### src/wdt_regs.vh
/*
  Register map, field positions and timing constants of the windowed watchdog.
  Assumes inclusion by the watchdog design files and the bench.
*/
`ifndef WDT_REGS_VH
`define WDT_REGS_VH
// Byte addresses: printed offsets 0x00 and 0x01 are indexes, address is index times four
`define CTRL_INDEX 8'h00
`define STATE_INDEX 8'h01
`define ADDR_CTRL 12'h000
`define ADDR_STATE 12'h004
`define ADDR_GUARD 12'h008
`define ADDR_CMD 12'h00c
// Control fields
`define WIN_HI 7
`define WIN_LO 4
`define PER_HI 3
`define PER_LO 0
`define CODE_OFF 4'h0
`define CODE_MAX 4'hb
// State fields
`define LOCK_BIT 7
`define BUSY_BIT 0
// Guard and command registers
`define KEY_VALUE 8'hd8
`define KEY_WINDOW 3'h4
`define CMD_RESTART_BIT 0
// Watchdog tick: 1 kHz from 20 MHz
`define TICK_HZ 32'd1000
`define MCLK_HZ 32'd20000000
`define BASE_SHIFT 3
`define SYNC_STAGES 2'h2
`endif

### src/sync_pulse.v
/*
  Two-stage level synchroniser with a delay register and an unregistered edge pulse decoded after it.
  Assumes the input is a level from another clock domain or a pin.
*/
`timescale 1ns/1ps
`include "wdt_regs.vh"
module sync_pulse (
  input wire mclk,
  input wire reset_n,
  input wire level_in,
  output wire level_out,
  output wire rise_out
);
  reg meta_reg;
  reg sync_reg;
  reg last_reg;

  // Only sync_reg reads meta_reg
  always @(posedge mclk or negedge reset_n) begin
    if (!reset_n) begin
      meta_reg <= 1'b0;
      sync_reg <= 1'b0;
      last_reg <= 1'b0;
    end else begin
      meta_reg <= level_in;
      sync_reg <= meta_reg;
      last_reg <= sync_reg;
    end
  end

  assign level_out = sync_reg;
  assign rise_out = sync_reg & ~last_reg;
endmodule

### src/tick_divider.v
/*
  Divider that turns mclk into a one-cycle tick at the watchdog rate.
  Assumes mclk runs at the rate given in the register header.
*/
`timescale 1ns/1ps
`include "wdt_regs.vh"
module tick_divider #(
  parameter [31:0] DIVIDE = `MCLK_HZ / `TICK_HZ
) (
  input wire mclk,
  input wire reset_n,
  output reg tick
);
  reg [31:0] count_reg;

  // Free-running count, so the tick keeps going through debug halt
  always @(posedge mclk or negedge reset_n) begin
    if (!reset_n) begin
      count_reg <= 32'h0;
      tick <= 1'b0;
    end else if (count_reg >= DIVIDE - 32'd1) begin
      count_reg <= 32'h0;
      tick <= 1'b1;
    end else begin
      count_reg <= count_reg + 32'd1;
      tick <= 1'b0;
    end
  end
endmodule

### src/windowed_watchdog_timer.v
/*
  Windowed watchdog with Normal and Window modes, key-guarded control,
  lock bit, restart synchronisation and AXI4-Lite register slave.
  Assumes one clock mclk; the watchdog rate is an enable from a divider,
  and the reset controller captures the one-cycle reset request.
*/
// Added by the designer: the AXI4-Lite interface to the registers.
`timescale 1ns/1ps
`include "wdt_regs.vh"
module windowed_watchdog_timer #(
  parameter [31:0] TICK_DIVIDE = `MCLK_HZ / `TICK_HZ
) (
  input wire mclk,
  input wire reset_n,
  input wire [7:0] boot_config_fuse,
  input wire boot_load,
  input wire debug_halt,
  input wire debug_mode,
  input wire watchdog_restart_instr,
  input wire instr_retire,
  input wire [11:0] s_axi_awaddr,
  input wire s_axi_awvalid,
  output wire s_axi_awready,
  input wire [31:0] s_axi_wdata,
  input wire [3:0] s_axi_wstrb,
  input wire s_axi_wvalid,
  output wire s_axi_wready,
  output reg [1:0] s_axi_bresp,
  output reg s_axi_bvalid,
  input wire s_axi_bready,
  input wire [11:0] s_axi_araddr,
  input wire s_axi_arvalid,
  output wire s_axi_arready,
  output reg [31:0] s_axi_rdata,
  output reg [1:0] s_axi_rresp,
  output reg s_axi_rvalid,
  input wire s_axi_rready,
  output reg system_reset_req
);
  localparam ST_IDLE = 2'b00;
  localparam ST_WAIT = 2'b01;
  localparam ST_CLOSED = 2'b10;
  localparam ST_OPEN = 2'b11;

  // Code 1..11 gives 8 << (code-1) ticks; reserved codes give zero
  function [13:0] code_ticks;
    input [3:0] code;
    begin
      if (code == `CODE_OFF || code > `CODE_MAX)
        code_ticks = 14'h0;
      else
        code_ticks = 14'h1 << (code + `BASE_SHIFT - 4'h1);
    end
  endfunction

  function is_valid;
    input [3:0] code;
    begin
      is_valid = (code != `CODE_OFF) && (code <= `CODE_MAX);
    end
  endfunction

  wire tick;
  wire dbg_level;
  wire halt_level;
  wire restart_rise;
  reg [7:0] control_reg;
  reg [7:0] ctrl_wd_reg;
  reg lock_reg;
  reg busy_reg;
  reg [1:0] busy_cnt_reg;
  reg [2:0] key_cnt_reg;
  reg restart_pend_reg;
  reg [1:0] restart_cnt_reg;
  reg [1:0] state_reg;
  reg [13:0] count_reg;
  reg aw_held_reg;
  reg w_held_reg;
  reg [11:0] awaddr_reg;
  reg [31:0] wdata_reg;
  reg [3:0] wstrb_reg;

  tick_divider #(.DIVIDE(TICK_DIVIDE)) u_tick (
    .mclk(mclk),
    .reset_n(reset_n),
    .tick(tick)
  );

  // Restart, debug and halt come from the CPU pipeline; treated as foreign
  sync_pulse u_restart (
    .mclk(mclk),
    .reset_n(reset_n),
    .level_in(watchdog_restart_instr),
    .level_out(),
    .rise_out(restart_rise)
  );

  sync_pulse u_debug (
    .mclk(mclk),
    .reset_n(reset_n),
    .level_in(debug_mode),
    .level_out(dbg_level),
    .rise_out()
  );

  sync_pulse u_halt (
    .mclk(mclk),
    .reset_n(reset_n),
    .level_in(debug_halt),
    .level_out(halt_level),
    .rise_out()
  );

  // AXI write channels: each held until both are present
  wire wr_fire = aw_held_reg & w_held_reg & ~s_axi_bvalid;
  assign s_axi_awready = ~aw_held_reg & ~s_axi_bvalid;
  assign s_axi_wready = ~w_held_reg & ~s_axi_bvalid;
  assign s_axi_arready = ~s_axi_rvalid;

  wire key_open = (key_cnt_reg != 3'h0);
  wire lane0 = wstrb_reg[0];
  wire wr_ctrl = wr_fire && awaddr_reg == `ADDR_CTRL && lane0;
  wire wr_state = wr_fire && awaddr_reg == `ADDR_STATE && lane0;
  wire wr_guard = wr_fire && awaddr_reg == `ADDR_GUARD && lane0;
  wire wr_cmd = wr_fire && awaddr_reg == `ADDR_CMD && lane0;
  wire wr_known = (awaddr_reg == `ADDR_CTRL) || (awaddr_reg == `ADDR_STATE) ||
    (awaddr_reg == `ADDR_GUARD) || (awaddr_reg == `ADDR_CMD);
  wire ctrl_ok = wr_ctrl && key_open && !lock_reg && !busy_reg;
  wire sw_restart = wr_cmd && wdata_reg[`CMD_RESTART_BIT];

  // Bus write path
  always @(posedge mclk or negedge reset_n) begin
    if (!reset_n) begin
      aw_held_reg <= 1'b0;
      w_held_reg <= 1'b0;
      awaddr_reg <= 12'h0;
      wdata_reg <= 32'h0;
      wstrb_reg <= 4'h0;
      s_axi_bvalid <= 1'b0;
      s_axi_bresp <= 2'b00;
    end else begin
      if (s_axi_awvalid && s_axi_awready) begin
        aw_held_reg <= 1'b1;
        awaddr_reg <= {s_axi_awaddr[11:2], 2'b00};
      end
      if (s_axi_wvalid && s_axi_wready) begin
        w_held_reg <= 1'b1;
        wdata_reg <= s_axi_wdata;
        wstrb_reg <= s_axi_wstrb;
      end
      if (wr_fire) begin
        aw_held_reg <= 1'b0;
        w_held_reg <= 1'b0;
        s_axi_bvalid <= 1'b1;
        s_axi_bresp <= wr_known ? 2'b00 : 2'b10;
      end else if (s_axi_bready) begin
        s_axi_bvalid <= 1'b0;
      end
    end
  end

  // Bus read path; unmapped reads answer SLVERR with zero data
  always @(posedge mclk or negedge reset_n) begin
    if (!reset_n) begin
      s_axi_rvalid <= 1'b0;
      s_axi_rdata <= 32'h0;
      s_axi_rresp <= 2'b00;
    end else if (s_axi_arvalid && s_axi_arready) begin
      s_axi_rvalid <= 1'b1;
      s_axi_rresp <= 2'b00;
      case ({s_axi_araddr[11:2], 2'b00})
        `ADDR_CTRL: s_axi_rdata <= {24'h0, control_reg};
        `ADDR_STATE: s_axi_rdata <= {24'h0, lock_reg, 6'h0, busy_reg};
        `ADDR_GUARD: s_axi_rdata <= {29'h0, key_cnt_reg};
        `ADDR_CMD: s_axi_rdata <= 32'h0;
        default: begin
          s_axi_rdata <= 32'h0;
          s_axi_rresp <= 2'b10;
        end
      endcase
    end else if (s_axi_rready) begin
      s_axi_rvalid <= 1'b0;
    end
  end

  // Key window counts retired instructions after the key write
  always @(posedge mclk or negedge reset_n) begin
    if (!reset_n) begin
      key_cnt_reg <= 3'h0;
    end else if (wr_guard && wdata_reg[7:0] == `KEY_VALUE) begin
      key_cnt_reg <= `KEY_WINDOW;
    end else if (ctrl_ok || (wr_state && key_open)) begin
      key_cnt_reg <= 3'h0;
    end else if (instr_retire && key_open) begin
      key_cnt_reg <= key_cnt_reg - 3'h1;
    end
  end

  // Control and lock; fuse load at boot, key-guarded writes after
  always @(posedge mclk or negedge reset_n) begin
    if (!reset_n) begin
      control_reg <= 8'h0;
      lock_reg <= 1'b0;
    end else if (boot_load) begin
      control_reg <= boot_config_fuse;
      lock_reg <= (boot_config_fuse[`PER_HI:`PER_LO] != `CODE_OFF);
    end else begin
      if (ctrl_ok)
        control_reg <= wdata_reg[7:0];
      if (wr_state && key_open) begin
        if (wdata_reg[`LOCK_BIT])
          lock_reg <= 1'b1;
        else if (dbg_level)
          lock_reg <= 1'b0;
      end
    end
  end

  // Busy spans two ticks so the new value is seen in the tick domain
  always @(posedge mclk or negedge reset_n) begin
    if (!reset_n) begin
      busy_reg <= 1'b0;
      busy_cnt_reg <= 2'h0;
      ctrl_wd_reg <= 8'h0;
    end else if (ctrl_ok || boot_load) begin
      busy_reg <= 1'b1;
      busy_cnt_reg <= `SYNC_STAGES;
    end else if (busy_reg && tick) begin
      if (busy_cnt_reg == 2'h1) begin
        busy_reg <= 1'b0;
        ctrl_wd_reg <= control_reg;
      end
      busy_cnt_reg <= busy_cnt_reg - 2'h1;
    end
  end

  wire [3:0] win_code = ctrl_wd_reg[`WIN_HI:`WIN_LO];
  wire [3:0] per_code = ctrl_wd_reg[`PER_HI:`PER_LO];
  wire enabled = is_valid(per_code);
  wire window_mode = is_valid(win_code);
  wire [13:0] open_len = code_ticks(per_code);
  wire [13:0] closed_len = code_ticks(win_code);
  wire restart_take = (restart_rise || sw_restart) && !restart_pend_reg;
  wire restart_done = restart_pend_reg && tick && restart_cnt_reg == 2'h1;

  // Restart takes two ticks after arrival; requests meanwhile are dropped
  always @(posedge mclk or negedge reset_n) begin
    if (!reset_n) begin
      restart_pend_reg <= 1'b0;
      restart_cnt_reg <= 2'h0;
    end else if (restart_take) begin
      restart_pend_reg <= 1'b1;
      restart_cnt_reg <= `SYNC_STAGES;
    end else if (restart_pend_reg && tick) begin
      restart_cnt_reg <= restart_cnt_reg - 2'h1;
      if (restart_cnt_reg == 2'h1)
        restart_pend_reg <= 1'b0;
    end
  end

  // Timer state machine; the count advances once per watchdog tick, while the IDLE exit, halt and disable act on any mclk
  always @(posedge mclk or negedge reset_n) begin
    if (!reset_n) begin
      state_reg <= ST_IDLE;
      count_reg <= 14'h0;
      system_reset_req <= 1'b0;
    end else begin
      system_reset_req <= 1'b0;
      if (halt_level) begin
        count_reg <= 14'h0;
        state_reg <= ST_IDLE;
      end else if (!enabled) begin
        state_reg <= ST_IDLE;
        count_reg <= 14'h0;
      end else begin
        case (state_reg)
          ST_IDLE: begin
            count_reg <= 14'h0;
            // Fresh window mode, or return from halt in window mode, waits
            if (window_mode)
              state_reg <= ST_WAIT;
            else
              state_reg <= ST_OPEN;
          end
          ST_WAIT: begin
            // Normal-length timeout runs while waiting for first restart
            if (restart_done) begin
              count_reg <= 14'h0;
              state_reg <= ST_CLOSED;
            end else if (tick) begin
              if (count_reg + 14'h1 >= open_len) begin
                system_reset_req <= 1'b1;
                count_reg <= 14'h0;
              end else begin
                count_reg <= count_reg + 14'h1;
              end
            end
            if (!window_mode)
              state_reg <= ST_OPEN;
          end
          ST_CLOSED: begin
            if (restart_done) begin
              system_reset_req <= 1'b1;
              count_reg <= 14'h0;
            end else if (tick) begin
              if (count_reg + 14'h1 >= closed_len) begin
                count_reg <= 14'h0;
                state_reg <= ST_OPEN;
              end else begin
                count_reg <= count_reg + 14'h1;
              end
            end
            if (!window_mode)
              state_reg <= ST_OPEN;
          end
          ST_OPEN: begin
            if (restart_done) begin
              count_reg <= 14'h0;
              if (window_mode)
                state_reg <= ST_CLOSED;
            end else if (tick) begin
              if (count_reg + 14'h1 >= open_len) begin
                system_reset_req <= 1'b1;
                count_reg <= 14'h0;
                if (window_mode)
                  state_reg <= ST_CLOSED;
              end else begin
                count_reg <= count_reg + 14'h1;
              end
            end
          end
          default: state_reg <= ST_IDLE;
        endcase
      end
    end
  end
endmodule

### config.mk
export PLATFORM = sky130hd
export DESIGN_NAME = windowed_watchdog_timer
export DESIGN_NICKNAME = d
export VERILOG_FILES = /design/src/sync_pulse.v /design/src/tick_divider.v /design/src/windowed_watchdog_timer.v
export VERILOG_INCLUDE_DIRS = /design/src /design/src/src
export SDC_FILE = /design/constraint.sdc
export NUM_CORES = 1
export LEC_CHECK = 0
export ABC_CLOCK_PERIOD_IN_PS = 4100
export BUFFER_PORTS_ARGS = -buffer_cell sky130_fd_sc_hd__buf_4
export CORE_MARGIN = 8
export CORE_UTILIZATION = 56
export DETAILED_ROUTE_END_ITERATION = 16
export PLACE_DENSITY = 0.81
export SETUP_SLACK_MARGIN = 0.02
export SYNTH_ARGS = -nofsm -noshare
export SYNTH_HDL_FRONTEND = slang
export SYNTH_SLANG_ARGS = --single-unit
### constraint.sdc
create_clock -name mclk -period 4.1 [get_ports mclk]
set_input_delay 0.205 -clock mclk [delete_from_list [all_inputs] [get_ports mclk]]
set_output_delay 0.205 -clock mclk [all_outputs]
set_load 0.03 [all_outputs]
After elaboration in Yosys (flattened, before gate mapping) --
Index checks and enable logic that the tools add are counted.
Word-level totals: output and inout bits 42, logic and storage cells 207, register bits 142
Cells by class: reduce and logical (&&, ||, !) cells 64, mux-type cells 64, $lt $le $gt $ge 7, shift operators 2, bitwise operators 11, equal/unequal tests 20, add/subtract/negate cells 9
Operators by type and width (count):
- $mux 14 | 10
- $shl 1x32->14 const A | 2
- $pmux 14 s3 | 1
- $eq 10x2->1 const B | 4
- $mux 2 | 19
- $add 32x1->32 const B | 1
- $ge 32x15->1 const B | 1
- $mux 32 | 1
- $ge 14x14->1 | 2
- $mux 1 | 25
- $logic_and 1x1->1 | 24
- $pmux 8 s3 | 1
- $eq 10x1->1 const B | 2
- $ne 5x4->1 const B | 4
- $reduce_bool 2->1 | 10
- $mux 8 | 2
- $ne 5x3->1 const B | 3
- $add 14x1->14 const B | 1
- $logic_not 12->1 | 1
- $reduce_bool 4->1 | 3
- $sub 5x1->6 const B | 2
- $add 4x2->5 const B | 2
- $logic_not 10->1 | 1
- $mux 3 | 3
- 22 further kinds | 52

Logic depth before layout (Yosys ltp) --
Gate-level depths: netlist of the first run.
depth in word-level cells 12, depth in mapped cells 14, mapped depth without buffers 12

Cells and area by module --
A second synthesis of the first run with hierarchy kept.
Unflattened totals: cell total of the unflattened synthesis 627, area total of the unflattened synthesis 6497.5 µm²
Modules (own cells, without submodules):
- windowed_watchdog_timer | instances 1, area each 4895.9 µm², cells each 512
- tick_divider | instances 1, area each 1335.0 µm², cells each 103
- sync_pulse | instances 3, area each 88.8 µm², cells each 4

Worst setup path after synthesis of the first run --
OpenSTA, ideal clock, no wires.
path type reg2reg, start reg count_reg[0], end reg count_reg[1], path slack 0.858 ns, cell stages (with the launch flop) 14, library setup time 0.122 ns, clock period less this slack 3.242 ns, data arrival time 3.120 ns, buffers on the path 1, path through dfrtp_1 > ha_1 > and3_1 > and4_1 > nor2b_1 > or2_2 > ha_1 > nand4_1 > or2_1 > a311oi_2 > nor4b_2 > or2_1 > buf_2 > a32o_1
Between the ends: cells in the longest elaborated chain, start to end 8, elaborated cells between the ends (all ways) 12
Ends and longest elaborated chain:
- start: declaration | RTL line windowed_watchdog_timer.v:76 | reg [13:0] count_reg;
- start signal: assignment | RTL line windowed_watchdog_timer.v:295 | count_reg <= count_reg + 14'h1;
- start signal: assignment | RTL line windowed_watchdog_timer.v:310 | count_reg <= count_reg + 14'h1;
- start signal: assignment | RTL line windowed_watchdog_timer.v:328 | count_reg <= count_reg + 14'h1;
- $add 14x1->14 (*)
- $ge 14x14->1 (on tied branches) | RTL line windowed_watchdog_timer.v:291, windowed_watchdog_timer.v:322, windowed_watchdog_timer.v:306
- $mux 14 (on tied branches) | RTL line windowed_watchdog_timer.v:291, windowed_watchdog_timer.v:322, windowed_watchdog_timer.v:306
- $mux 14 (on tied branches) | RTL line windowed_watchdog_timer.v:290, windowed_watchdog_timer.v:305
- $mux 14 (on tied branches) | RTL line windowed_watchdog_timer.v:317, windowed_watchdog_timer.v:302
- $pmux 14 s3 (*) | RTL line windowed_watchdog_timer.v:276 | case (state_reg)
- $mux 14 (*) | RTL line windowed_watchdog_timer.v:272 | end else if (!enabled) begin
- $mux 14 (*) | RTL line windowed_watchdog_timer.v:269 | if (halt_level) begin
Mark *: on every way between the ends. The rest lies on a longest branch, timed or not. The select of a mux whose other input is x is not followed. A chain may end at the register's enable or synchronous reset.

Worst setup path in the final report of the first run --
start reg count_reg[0], end reg count_reg[5]
Same word-level chain as after synthesis.

==> results of run 1 <==
[layer usage]
metal	up-vias	wire length [um]	track usage (%)
met3	41	593	4.289
met4	0	431	10.30
met2	129	7714	36.92
met1	2344	5801	23.26
li1	2297	-	-
met5	-	0	0
[per-stage QoR]
step | power [mW] | hold slack, ns | instances | worst slack (ns)
after CTS | 4.470 | 0.04015 | 866 | 0.3845
after global routing | 4.752 | 0.06891 | 866 | 0.1397
final | 4.497 | 0.06544 | 866 | 0.3727
after global placement | 2.945 | 0.1492 | 797 | 0.4541
after floorplan | 2.651 | -0.09059 | 630 | 0.8581
after detailed placement | 3.032 | 0.1586 | 797 | 0.4244
[worst max-delay path, stage by stage (launching register included)]
cell,delay (ns)
dfrtp_1,0.46
ha_1,0.33
and3_1,0.21
and4_1,0.22
nor2b_1,0.15
or2_2,0.31
ha_1,0.29
nand4_1,0.10
or2_1,0.28
a311oi_2,0.34
nor4b_2,0.09
buf_4,0.17
or2_1,0.35
a32o_1,0.30
[cells by family after synthesis]
logic type	after synthesis	share of synthesized area (%)
XOR/XNOR	25	3.582
multiplexers	41	7.347
AO/OA/AOI/OAI	91	10.17
AND/OR/NAND/NOR	220	18.56
adder cells (fa/ha/maj)	36	7.368
buffers and inverters	58	5.424
other	1	0.06134
flip-flops	116	47.48
[power groups by stage]
stage	Sequential (mW)	Combinational [mW]	Clock, mW
3_3_place_gp	1.62	1.32	0
3_5_place_dp	1.64	1.39	0
4_1_cts	1.62	1.44	1.41
5_1_grt	1.67	1.61	1.46
2_1_floorplan	1.56	1.09	0
6_report	1.64	1.47	1.38
[cells in the final DEF (no fill, tap or decap), types with 3 or more instances in the layout]
cell             n
nand3_1         29
nor3_1           3
dfrtp_1        116
a22o_1           5
o221ai_1         4
a211oi_1         3
nor4_1          10
clkinv_4         3
xor2_1          10
clkbuf_16       16
dlygate4sd3_1   37
buf_4           69
nor2_1          45
nor2b_1         11
inv_6            6
a21oi_1         22
nand4b_1         3
a31oi_1          4
inv_1           16
mux2i_1         13
mux2_2          27
nand4_1          8
or2_2            5
o21ai_1          6
ha_1            36
nand2b_1         7
o31a_1           3
a32o_1           9
and3_1           6
nand2_1         68
and4_1           3
and2_1           5
o21ai_0         16
conb_1          43
xnor2_1         15
o21a_1           4
[how the worst min path moves through the flow]
stage / startpoint / to / slack (ns)
after floorplan: reset_n / aw_held_reg$_DFFE_PN0P_ / -0.09
after global placement: reset_n / s_axi_bvalid$_DFFE_PN0P_ / 0.15
after detailed placement: reset_n / s_axi_bvalid$_DFFE_PN0P_ / 0.16
after CTS: boot_config_fuse[3] / control_reg[3]$_DFFE_PN0P_ / 0.04
after global routing: boot_config_fuse[3] / control_reg[3]$_DFFE_PN0P_ / 0.07
final: boot_config_fuse[3] / control_reg[3]$_DFFE_PN0P_ / 0.07
[layout make-up]
cell class	instances	area, sq um
clock buffers	17	414.1
clock inverters	15	145.1
fillers	722	3117
inverters	16	60.06
multi-input cells	456	3043
flip-flops and latches	116	2903
well taps	140	175.2
repair buffers	106	888.4
==> flow_summary_export.csv, run 1 <==
group,metric,value,unit
worst_setup_path,reg2reg_slack,0.37,ns
die,placeableCoreArea,10750,sq um
min_path,hold_class,"primary input to register",
synthesis,syn_inst,588,
pwr,ir_worst_vdd,0.3841,mV
min_path,hold_depth,3,
timing,slew_headroom,14.61,%
global_route,antenna_found_initial,0,
global_route,grt_pass1_vias,5093,
die,num_io_pins,122,
global_route,grt_pass1_wl,24290,um
synthesis,synth_area,6113,sq um
route,vias,4811,
final_layout,fin_util,70.99,%
synthesis,async_flop_share,100.0,%
timing,fin_skew,0.008202,ns
worst_setup_path,end_kind,"register",
placement,dpl_cell_area,6699,sq um
worst_setup_path,path_class,"register to register",
final_layout,drive_gt1_share,19.97,%
synthesis,yosysWarningCount,0,
clock_tree,hold_buffers,37,
clock_tree,clockBufferDepth,2,
synthesis,synth_most_common_cell,"dfrtp_1",
clock_tree,clock_latency,0.50,ns
synthesis,synth_ff_type,"dfrtp_1",
run,maxCapViolCount,0,
pwr,switching_share,36.91,%
die,die_y,120.5,um
die,die-area,14520,sq um
clock_tree,cts_resized,0,
timing,fin_crit,3.727,ns
pwr,combinationalPowerShare,32.6,%
clock_tree,cts_tree,"built",
clock_tree,htree_levels,4,
worst_setup_path,start_kind,"register",
worst_setup_path,critPathArrivalTime,4.12,ns
timing,report.final.hold_viol_count,0,
die,rows,38,
route,wl_per_cell,16.79,um
synthesis,synthTopCellsByCount,"116 x dfrtp_1, 68 x nand2_1, 45 x nor2_1, 36 x ha_1, 29 x nand3_1",
timing,tightest_slew,1.278,ns
run_status,outcome,"finished clean",
final_layout,layout.nets,829,
timing,fin_crit_sh,90.91,%
pwr,p_sw,1.660,mW
clock_tree,clock_sinks,116,
worst_setup_path,reg2reg_from,"count_reg[0]$_DFFE_PN0P_",
pwr,power_density,589.5,nW/um^2
placement,io_buffer_count,64,
synthesis,ys_types,60,
synthesis,seq_area_frac_synth,47.48,%
die,start_util,56.89,%
die,fp.dieW,120.5,um
synthesis,avgSynthCellArea,10.40,sq um
route,vias_per_cell,5.555,
timing,finalSetupViolations,0,
route,ant_nets,0,
synthesis,synth.ff_latch_count,116,
synthesis,synth_top_cell_by_area,"dfrtp_1",
worst_setup_path,crit_path_start,"count_reg[0]$_DFFE_PN0P_",
worst_setup_path,reg2reg_depth,13,
timing,final-max-slew-violation-count,0,
global_route,grt.overflow.total,0,
timing,fmax,0.2683,GHz
pwr,power.internal,2.837,mW
placement,dpl.hpwl,9765,um
final_layout,largest_reg_flops,32,
clock_tree,post_cts_buffers,0,
final_layout,n_antenna_cell,0,
route,drtIter0Drc,356,
synthesis,synth_enable_flop_cells,0,
pwr,pwr-share-clk,30.8,%
worst_setup_path,critPathCapture,"count_reg[5]$_DFFE_PN0P_",
final_layout,areaGrowthSynthToFinish,24.79,%
final_layout,final_area,7629,sq um
worst_setup_path,critPathMaxFanout,9,
synthesis,synth_top_area_share,47.48,%
global_route,grt_max_degree,45,
clock_tree,cts-buffers-inserted,17,
clock_tree,clk_pin_slew,0.06,ns
timing,grt_setup_unrepaired,"no",
timing,setup_tns,0,ns
global_route,grt_use_total,20.79,%
route,wirelength,14540,um
route,drtPass1Iterations,5,
placement,gp_congestion,0.8546,
pwr,p_leak,3.599,nW
synthesis,ys_top_cells_by_area,"dfrtp_1 47%, ha_1 7.4%, mux2_2 5.0%",
clock_tree,root_buffer,"clkbuf_8",
route,drcViolationCount,0,
worst_setup_path,r2r-end,"count_reg[5]$_DFFE_PN0P_",
pwr,seqPwrFrac,36.6,%
worst_setup_path,cp.required,4.49,ns
Note: power is estimated with default switching activity, not from simulation.
==> inputs of run 2 (changes only) <==
--- a/config.mk
+++ b/config.mk
@@ -6,12 +6,13 @@
 export SDC_FILE = /design/constraint.sdc
 export NUM_CORES = 1
 export LEC_CHECK = 0
+export ABC_AREA = 1
 export ABC_CLOCK_PERIOD_IN_PS = 4100
 export BUFFER_PORTS_ARGS = -buffer_cell sky130_fd_sc_hd__buf_4
 export CORE_MARGIN = 8
 export CORE_UTILIZATION = 56
 export DETAILED_ROUTE_END_ITERATION = 16
-export PLACE_DENSITY = 0.81
+export PLACE_DENSITY = 0.8
 export SETUP_SLACK_MARGIN = 0.02
 export SYNTH_ARGS = -nofsm -noshare
 export SYNTH_HDL_FRONTEND = slang
==> run 2 against run 1 <==
Against the previous run: combinational power up 14%; sequential cell count unchanged; first-iteration DRC count is 23% lower; sequential power decreased by 4%; utilization down 3.1 points; via count is 8.8% higher; global-route usage decreased by 2.3 points; fmax rose by 16%; non-clock buffer count shrank 34; synthesized cell count increased by 31%; critical path depth is 4 higher.
==> flow_summary_export.csv, run 2 <==
group,metric,value,unit
run_status,outcome,"finished clean",
clock_tree,clockBufferDepth,2,
timing,tightest_slew,0.7629,ns
clock_tree,root_buffer,"clkbuf_16",
clock_tree,clock_latency,0.41,ns
final_layout,areaGrowthSynthToFinish,18.20,%
pwr,report.power.total,4.711,mW
synthesis,synth_top_area_share,44.07,%
synthesis,ys_types,49,
timing,fmax,0.3119,GHz
route,wirelength,13790,um
worst_setup_path,crit_buf_inv,2,
worst_setup_path,cp.required,4.43,ns
global_route,grt_pass1_vias,5382,
route,drtIter0Drc,274,
clock_tree,cts-buffers-inserted,17,
final_layout,fin_util,67.89,%
die,die_y,124.5,um
final_layout,n_antenna_cell,0,
placement,dpl.hpwl,10120,um
clock_tree,htree_levels,4,
worst_setup_path,crit_slowest_cell,"o21ai_4",
worst_setup_path,path_class,"register to register",
timing,fin_crit_sh,78.21,%
timing,setup_ws,0.8934,ns
clock_tree,clock_sinks,116,
clock_tree,clk_pin_slew,0.05,ns
timing,setup_tns,0,ns
placement,io_buffer_count,64,
die,num_io_pins,122,
run,maxCapViolCount,0,
pwr,p_leak,3.874,nW
pwr,power_density,605.1,nW/um^2
placement,gp_congestion,0.8932,
worst_setup_path,cpLargestDelayFamily,"simple AND/OR/NAND/NOR gates",
synthesis,ys_top_cells_by_area,"dfrtp_1 44%, nand2_1 9.3%, ha_1 6.8%",
clock_tree,cts_resized,0,
synthesis,synthTopCellsByCount,"164 x nand2_1, 116 x dfrtp_1, 86 x inv_1, 84 x nor2_1, 36 x ha_1",
final_layout,largest_reg_flops,32,
synthesis,async_flop_share,100.0,%
worst_setup_path,start_kind,"register",
clock_tree,cts_tree,"built",
synthesis,synth_enable_flop_cells,0,
final_layout,final_common_cell,"nand2_1",
pwr,ir_worst_vdd,0.5601,mV
timing,slew_headroom,49.14,%
worst_setup_path,critPathMaxStageDelay,0.50,ns
final_layout,layout.nets,980,
route,wl_per_cell,13.52,um
route,ant_nets,0,
route,vias_per_cell,5.132,
placement,place_inst,982,
synthesis,synth_ff_type,"dfrtp_1",
global_route,grt.overflow.total,0,
die,placeableCoreArea,11470,sq um
synthesis,synth_most_common_cell,"nand2_1",
final_layout,stdcell_count,1020,
synthesis,seq_area_frac_synth,44.07,%
synthesis,yosysWarningCount,0,
global_route,grt_use_total,18.44,%
final_layout,drive_gt1_share,19.50,%
worst_setup_path,cpMostUsedCell,"nand2_1",
synthesis,syn_inst,769,
route,vias,5235,
worst_setup_path,end_kind,"register",
die,fp.dieW,124.5,um
route,drtPass1Iterations,4,
die,die-area,15490,sq um
die,rows,39,
timing,fin_skew,0.007581,ns
die,start_util,57.44,%
synthesis,synth_top_cell_by_area,"dfrtp_1",
worst_setup_path,critPathMaxFanout,14,
global_route,grt_max_degree,63,
placement,post-place-ws,0.9285,ns
worst_setup_path,path_cells,"ha_1, xnor2_1, inv_1, nor2_1, inv_1, nor2_1, nand3_1, ha_1, nand2_1, nor2_1, nand2_1, nand2_1, nand2_1, nand3_1, o21ai_4, nand3_1, o21ai_0",
final_layout,n_fill_cell,894,
synthesis,synth.ff_latch_count,116,
synthesis,avgSynthCellArea,8.565,sq um
timing,grt_setup_unrepaired,"no",
worst_setup_path,critPathArrivalTime,3.53,ns
route,drcViolationCount,0,
global_route,grt_pass1_wl,23940,um
global_route,antenna_found_initial,0,
final_layout,final_cell_mix,"164 x nand2_1, 116 x dfrtp_1, 86 x inv_1",
timing,final-max-slew-violation-count,0,
timing,report.final.hold_viol_count,0,
synthesis,synth_area,6586,sq um
min_path,hold_class,"primary input to register",
timing,finalSetupViolations,0,
timing,fin_crit,3.207,ns
==> run 2: cell types whose count changed after synthesis, sizes merged, moves of 6 or more <==
cell    change
mux2       -17
xnor2      -12
nand3      +19
nor2b      -11
nand2     +105
o21ai      +16
nand4       +9
inv        +78
nand2b      -7
nor2       +48
nor3       +19
mux2i      -12
and3        -6
a32o        -9
==> run 2: worst reg2reg max path, stage by stage, from the launching register on <==
cell and delay, ns:
dfrtp_1 0.46, ha_1 0.25, xnor2_1 0.18, inv_1 0.07, nor2_1 0.26, inv_1 0.10, nor2_1 0.16, nand3_1 0.10
ha_1 0.30, nand2_1 0.11, nor2_1 0.06, nand2_1 0.06, nand2_1 0.05, nand2_1 0.06, nand3_1 0.18, o21ai_4 0.50
nand3_1 0.14, o21ai_0 0.10
==> run 2: path summary, 6_finish.rpt <==
kind                                                 start  cells past startpoint                            end  slack, ns
worst max-delay path            ctrl_wd_reg[1]$_DFFE_PN0P_                     17       count_reg[4]$_DFFE_PN0P_       0.89
worst min-delay path                       s_axi_awaddr[6]                      2      awaddr_reg[6]$_DFFE_PN0P_       0.02
worst max register to register  ctrl_wd_reg[1]$_DFFE_PN0P_                     17       count_reg[4]$_DFFE_PN0P_       0.89
worst min register to register  u_debug.meta_reg$_DFF_PN0_                      0    u_debug.level_out$_DFF_PN0_       0.35
max in group asynchronous                          reset_n                      3  u_tick.count_reg[0]$_DFF_PN0_       2.82
min in group asynchronous                          reset_n                      2     s_axi_rresp[1]$_DFFE_PN0P_       0.43
==> run 2: layout make-up <==
type | instances | area, sq um | share of cell area, %
repair buffers | 72 | 555.5 | 7.136
clock inverters | 15 | 170.2 | 2.186
flip-flops and latches | 116 | 2903 | 37.29
well taps | 143 | 178.9 | 2.298
inverters | 95 | 356.6 | 4.581
clock buffers | 17 | 425.4 | 5.464
multi-input cells | 562 | 3196 | 41.05
==> run 2: metrics by stage <==
| stage | hold WS [ns] | instance area [sq um] |
|---|---|---|
| global placement | 0.3145 | 7129 |
| CTS | 0.01121 | 7785 |
| floorplan | -0.09059 | 6744 |
| detailed placement | 0.3167 | 7129 |
| finish | 0.02468 | 7785 |
| global route | 0.01285 | 7785 |
==> run 2: layer usage <==
| metal | GRT usage, % | routed length, um |
|---|---|---|
| met5 | 0 | 0 |
| met4 | 7.583 | 344 |
| met3 | 6.128 | 758 |
| met2 | 31.93 | 6893 |
| met1 | 20.32 | 5790 |
==> run 2: timing repair <==
item                                   4_1_cts  5_1_grt
endpoints found under the hold margin       65        0
buffers inserted                             0        0
hold buffers                                 6        0
==> run 2: cells by family (layout without fill, tap and decap cells) <==
family	count (synthesis)	count (layout)	synth area share (%)
buf+inv	133	199	9.802
flops	116	116	44.07
compound gates	86	86	8.036
fa+ha+maj	36	36	6.839
simple gates	367	367	26.77
other cells	1	43	0.05694
mux	12	12	2.033
xor+xnor	18	18	2.394
==> run 2: power breakdown <==
group	leakage (nW)	switching, mW	internal [mW]
Combinational	2.15	1.10	0.573
Clock	0.281	0.561	0.909
Sequential	1.44	0.193	1.38
==> inputs of run 3 (changes only) <==
--- a/config.mk
+++ b/config.mk
@@ -7,12 +7,12 @@
 export NUM_CORES = 1
 export LEC_CHECK = 0
 export ABC_AREA = 1
-export ABC_CLOCK_PERIOD_IN_PS = 4100
+export ABC_CLOCK_PERIOD_IN_PS = 2750
 export BUFFER_PORTS_ARGS = -buffer_cell sky130_fd_sc_hd__buf_4
 export CORE_MARGIN = 8
-export CORE_UTILIZATION = 56
+export CORE_UTILIZATION = 51
 export DETAILED_ROUTE_END_ITERATION = 16
-export PLACE_DENSITY = 0.8
+export PLACE_DENSITY = 0.77
 export SETUP_SLACK_MARGIN = 0.02
 export SYNTH_ARGS = -nofsm -noshare
 export SYNTH_HDL_FRONTEND = slang
==> constraint.sdc (replaced) <==
create_clock -name mclk -period 2.75 [get_ports mclk]
set_input_delay 0.1375 -clock mclk [delete_from_list [all_inputs] [get_ports mclk]]
set_output_delay 0.1375 -clock mclk [all_outputs]
set_load 0.03 [all_outputs]
==> run 3 against run 2 <==
Against the previous run: utilization decreased by 2.3 points; global-route usage decreased by 0.36 points; die area increased by 8.5%.
==> flow_summary_export.csv, run 3 (synthesized netlist as in run 2, its figures left out) <==
group,metric,value,unit
global_route,grt_use_total,18.08,%
clock_tree,htree_levels,4,
placement,dpl_cell_area,7261,sq um
global_route,grt_pass1_vias,5316,
clock_tree,root_buffer,"clkbuf_16",
run_status,outcome,"finished clean",
final_layout,n_antenna_cell,0,
timing,finalHoldWorstSlack,0.01366,ns
route,drtIter0Drc,322,
die,die_y,129.6,um
final_layout,n_fill_cell,1030,
timing,report.final.hold_viol_count,0,
route,drcViolationCount,0,
clock_tree,clk_pin_slew,0.06,ns
timing,final-max-slew-violation-count,0,
timing,fmax,0.3734,GHz
die,die-area,16810,sq um
worst_setup_path,critPathArrivalTime,3.01,ns
timing,fin_skew,0.007823,ns
global_route,grt_pass1_wl,24300,um
global_route,antenna_found_initial,0,
die,start_util,52.19,%
final_layout,final_area,8275,sq um
die,rows,41,
worst_setup_path,path_cells,"ha_2, inv_2, nor3_4, nand3_2, nor2_2, xor2_1, inv_1, ha_1, nand2_2, nor2_4, nand2_1, nand2_1, nor2_2, nand3_2, o21ai_4, buf_6, nand3_1, o21ai_1",
placement,gp_congestion,0.8653,
die,num_io_pins,122,
clock_tree,clock_sinks,116,
route,wl_met2,7342,um
timing,fin_crit_sh,97.39,%
worst_setup_path,end_kind,"register",
timing,fin_crit,2.678,ns
final_layout,final_cell_mix,"160 x nand2_1, 116 x dfrtp_1, 83 x inv_1",
route,wl_met3,796,um
final_layout,layout.nets,1019,
die,fp.dieW,129.6,um
global_route,grt.overflow.total,0,
clock_tree,cts-buffers-inserted,17,
route,vias_per_cell,4.937,
timing,setup_tns,0,ns
pwr,p_leak,4.051,nW
worst_setup_path,cp.required,3.09,ns
timing,grt_setup_unrepaired,"yes",
clock_tree,cts_tree,"built",
final_layout,largest_reg_flops,32,
worst_setup_path,start_kind,"register",
placement,io_buffer_count,64,
worst_setup_path,critPathMaxFanout,7,
route,wl_per_cell,13.28,um
clock_tree,clock_latency,0.41,ns
timing,slew_headroom,39.41,%
placement,dpl.hpwl,10320,um
route,wl_met1,6135,um
pwr,ir_worst_vdd,0.6179,mV
worst_setup_path,critPathMaxStageDelay,0.35,ns
route,ant_nets,0,
final_layout,drive_gt1_share,23.58,%
worst_setup_path,path_class,"register to register",
die,placeableCoreArea,12620,sq um
final_layout,final_common_cell,"nand2_1",
route,vias,5371,
min_path,hold_class,"primary input to register",
route,drtPass1Iterations,5,
timing,tightest_slew,0.9088,ns
clock_tree,clockBufferDepth,2,
global_route,grt_max_degree,75,
route,wirelength,14450,um
worst_setup_path,crit_slowest_cell,"dfrtp_1",
pwr,power_density,872.4,nW/um^2
run,maxCapViolCount,0,
route,top_layer_used,"met4",
final_layout,areaGrowthSynthToFinish,25.65,%
timing,finalSetupViolations,0,
## run 3: changes by cell type in the layout (fill, tap and decap cells not counted), moves of 4 or more
cell / before / now
ha_1: 36 / 31
buf_4: 66 / 81
ha_4: 0 / 4
nor2_2: 9 / 13
dlygate4sd3_1: 6 / 24
nand2_2: 7 / 11
nand2_1: 164 / 160
buf_6: 0 / 5
nor2_1: 84 / 78
## run 3: cell type report
cell class	count	area (sq um)	area share, %
timing repair buffer	111	924.6	11.17
inverter	95	356.6	4.309
clock inverter	14	122.6	1.482
sequential	116	2903	35.08
clock buffer	18	429.2	5.186
tap	172	215.2	2.601
multi-input combinational	562	3324	40.17
## run 3: metrics by stage
| stage | util (%) | power (mW) | cells | setup WS (ns) |
|---|---|---|---|---|
| after detailed placement | 57.54 | 4.939 | 1022 | 0.009285 |
| after floorplan | - | 4.335 | 811 | 0.2046 |
| after CTS | 63.97 | 7.024 | 1080 | 0.01278 |
| after global routing | 65.58 | 7.736 | 1088 | -0.1581 |
| final | 65.58 | 7.220 | 1088 | 0.07191 |
| after global placement | 57.54 | 4.873 | 1022 | 0.07565 |
## run 3: path summary, 6_finish.rpt
| check | startpoint | to | slack, ns | cells after the start |
|---|---|---|---|---|
| max | count_reg[1]$_DFFE_PN0P_ | count_reg[4]$_DFFE_PN0P_ | 0.07 | 18 |
| min | s_axi_wdata[4] | wdata_reg[4]$_DFFE_PN0P_ | 0.01 | 3 |
| max reg2reg | count_reg[1]$_DFFE_PN0P_ | count_reg[4]$_DFFE_PN0P_ | 0.07 | 18 |
| min reg2reg | u_halt.meta_reg$_DFF_PN0_ | u_halt.level_out$_DFF_PN0_ | 0.35 | 0 |
| max in group asynchronous | reset_n | u_tick.count_reg[3]$_DFF_PN0_ | 1.60 | 3 |
| min in group asynchronous | reset_n | w_held_reg$_DFFE_PN0P_ | 0.43 | 2 |
## run 3: metal layers
metal | global-route usage [%] | up-vias
li1 | - | 2702
met1 | 21.69 | 2522
met2 | 30.47 | 132
met3 | 5.505 | 15
met4 | 5.669 | 0
met5 | 0 | -
## run 3: worst max-delay path, delay by kind of cell, from the launching register on
kind,cells,cell delay [ns]
xor gates and xnor gates,1,0.14
DFF,1,0.35
AOI/OAI and AO/OA,2,0.28
adders and majority gates,2,0.49
and+or+nand+nor,10,1.06
buffers and inverters,3,0.28
## run 3: power breakdown
part	total [mW]	internal, mW	switching (mW)	leakage (nW)
clock	2.02	1.18	0.848	0.252
combinational	2.87	1.11	1.76	2.36
sequential	2.32	2.05	0.272	1.44
total	7.22	4.34	2.88	4.05
## run 3: what timing repair did
action | 4_1_cts | 5_1_grt
gates resized for setup | 1 | 34
pin swaps | 1 | 18
endpoints found under the hold margin | 95 | 0
setup buffers | 2 | 8
endpoints found under the setup margin | 7 | 16
hold buffers | 24 | 0
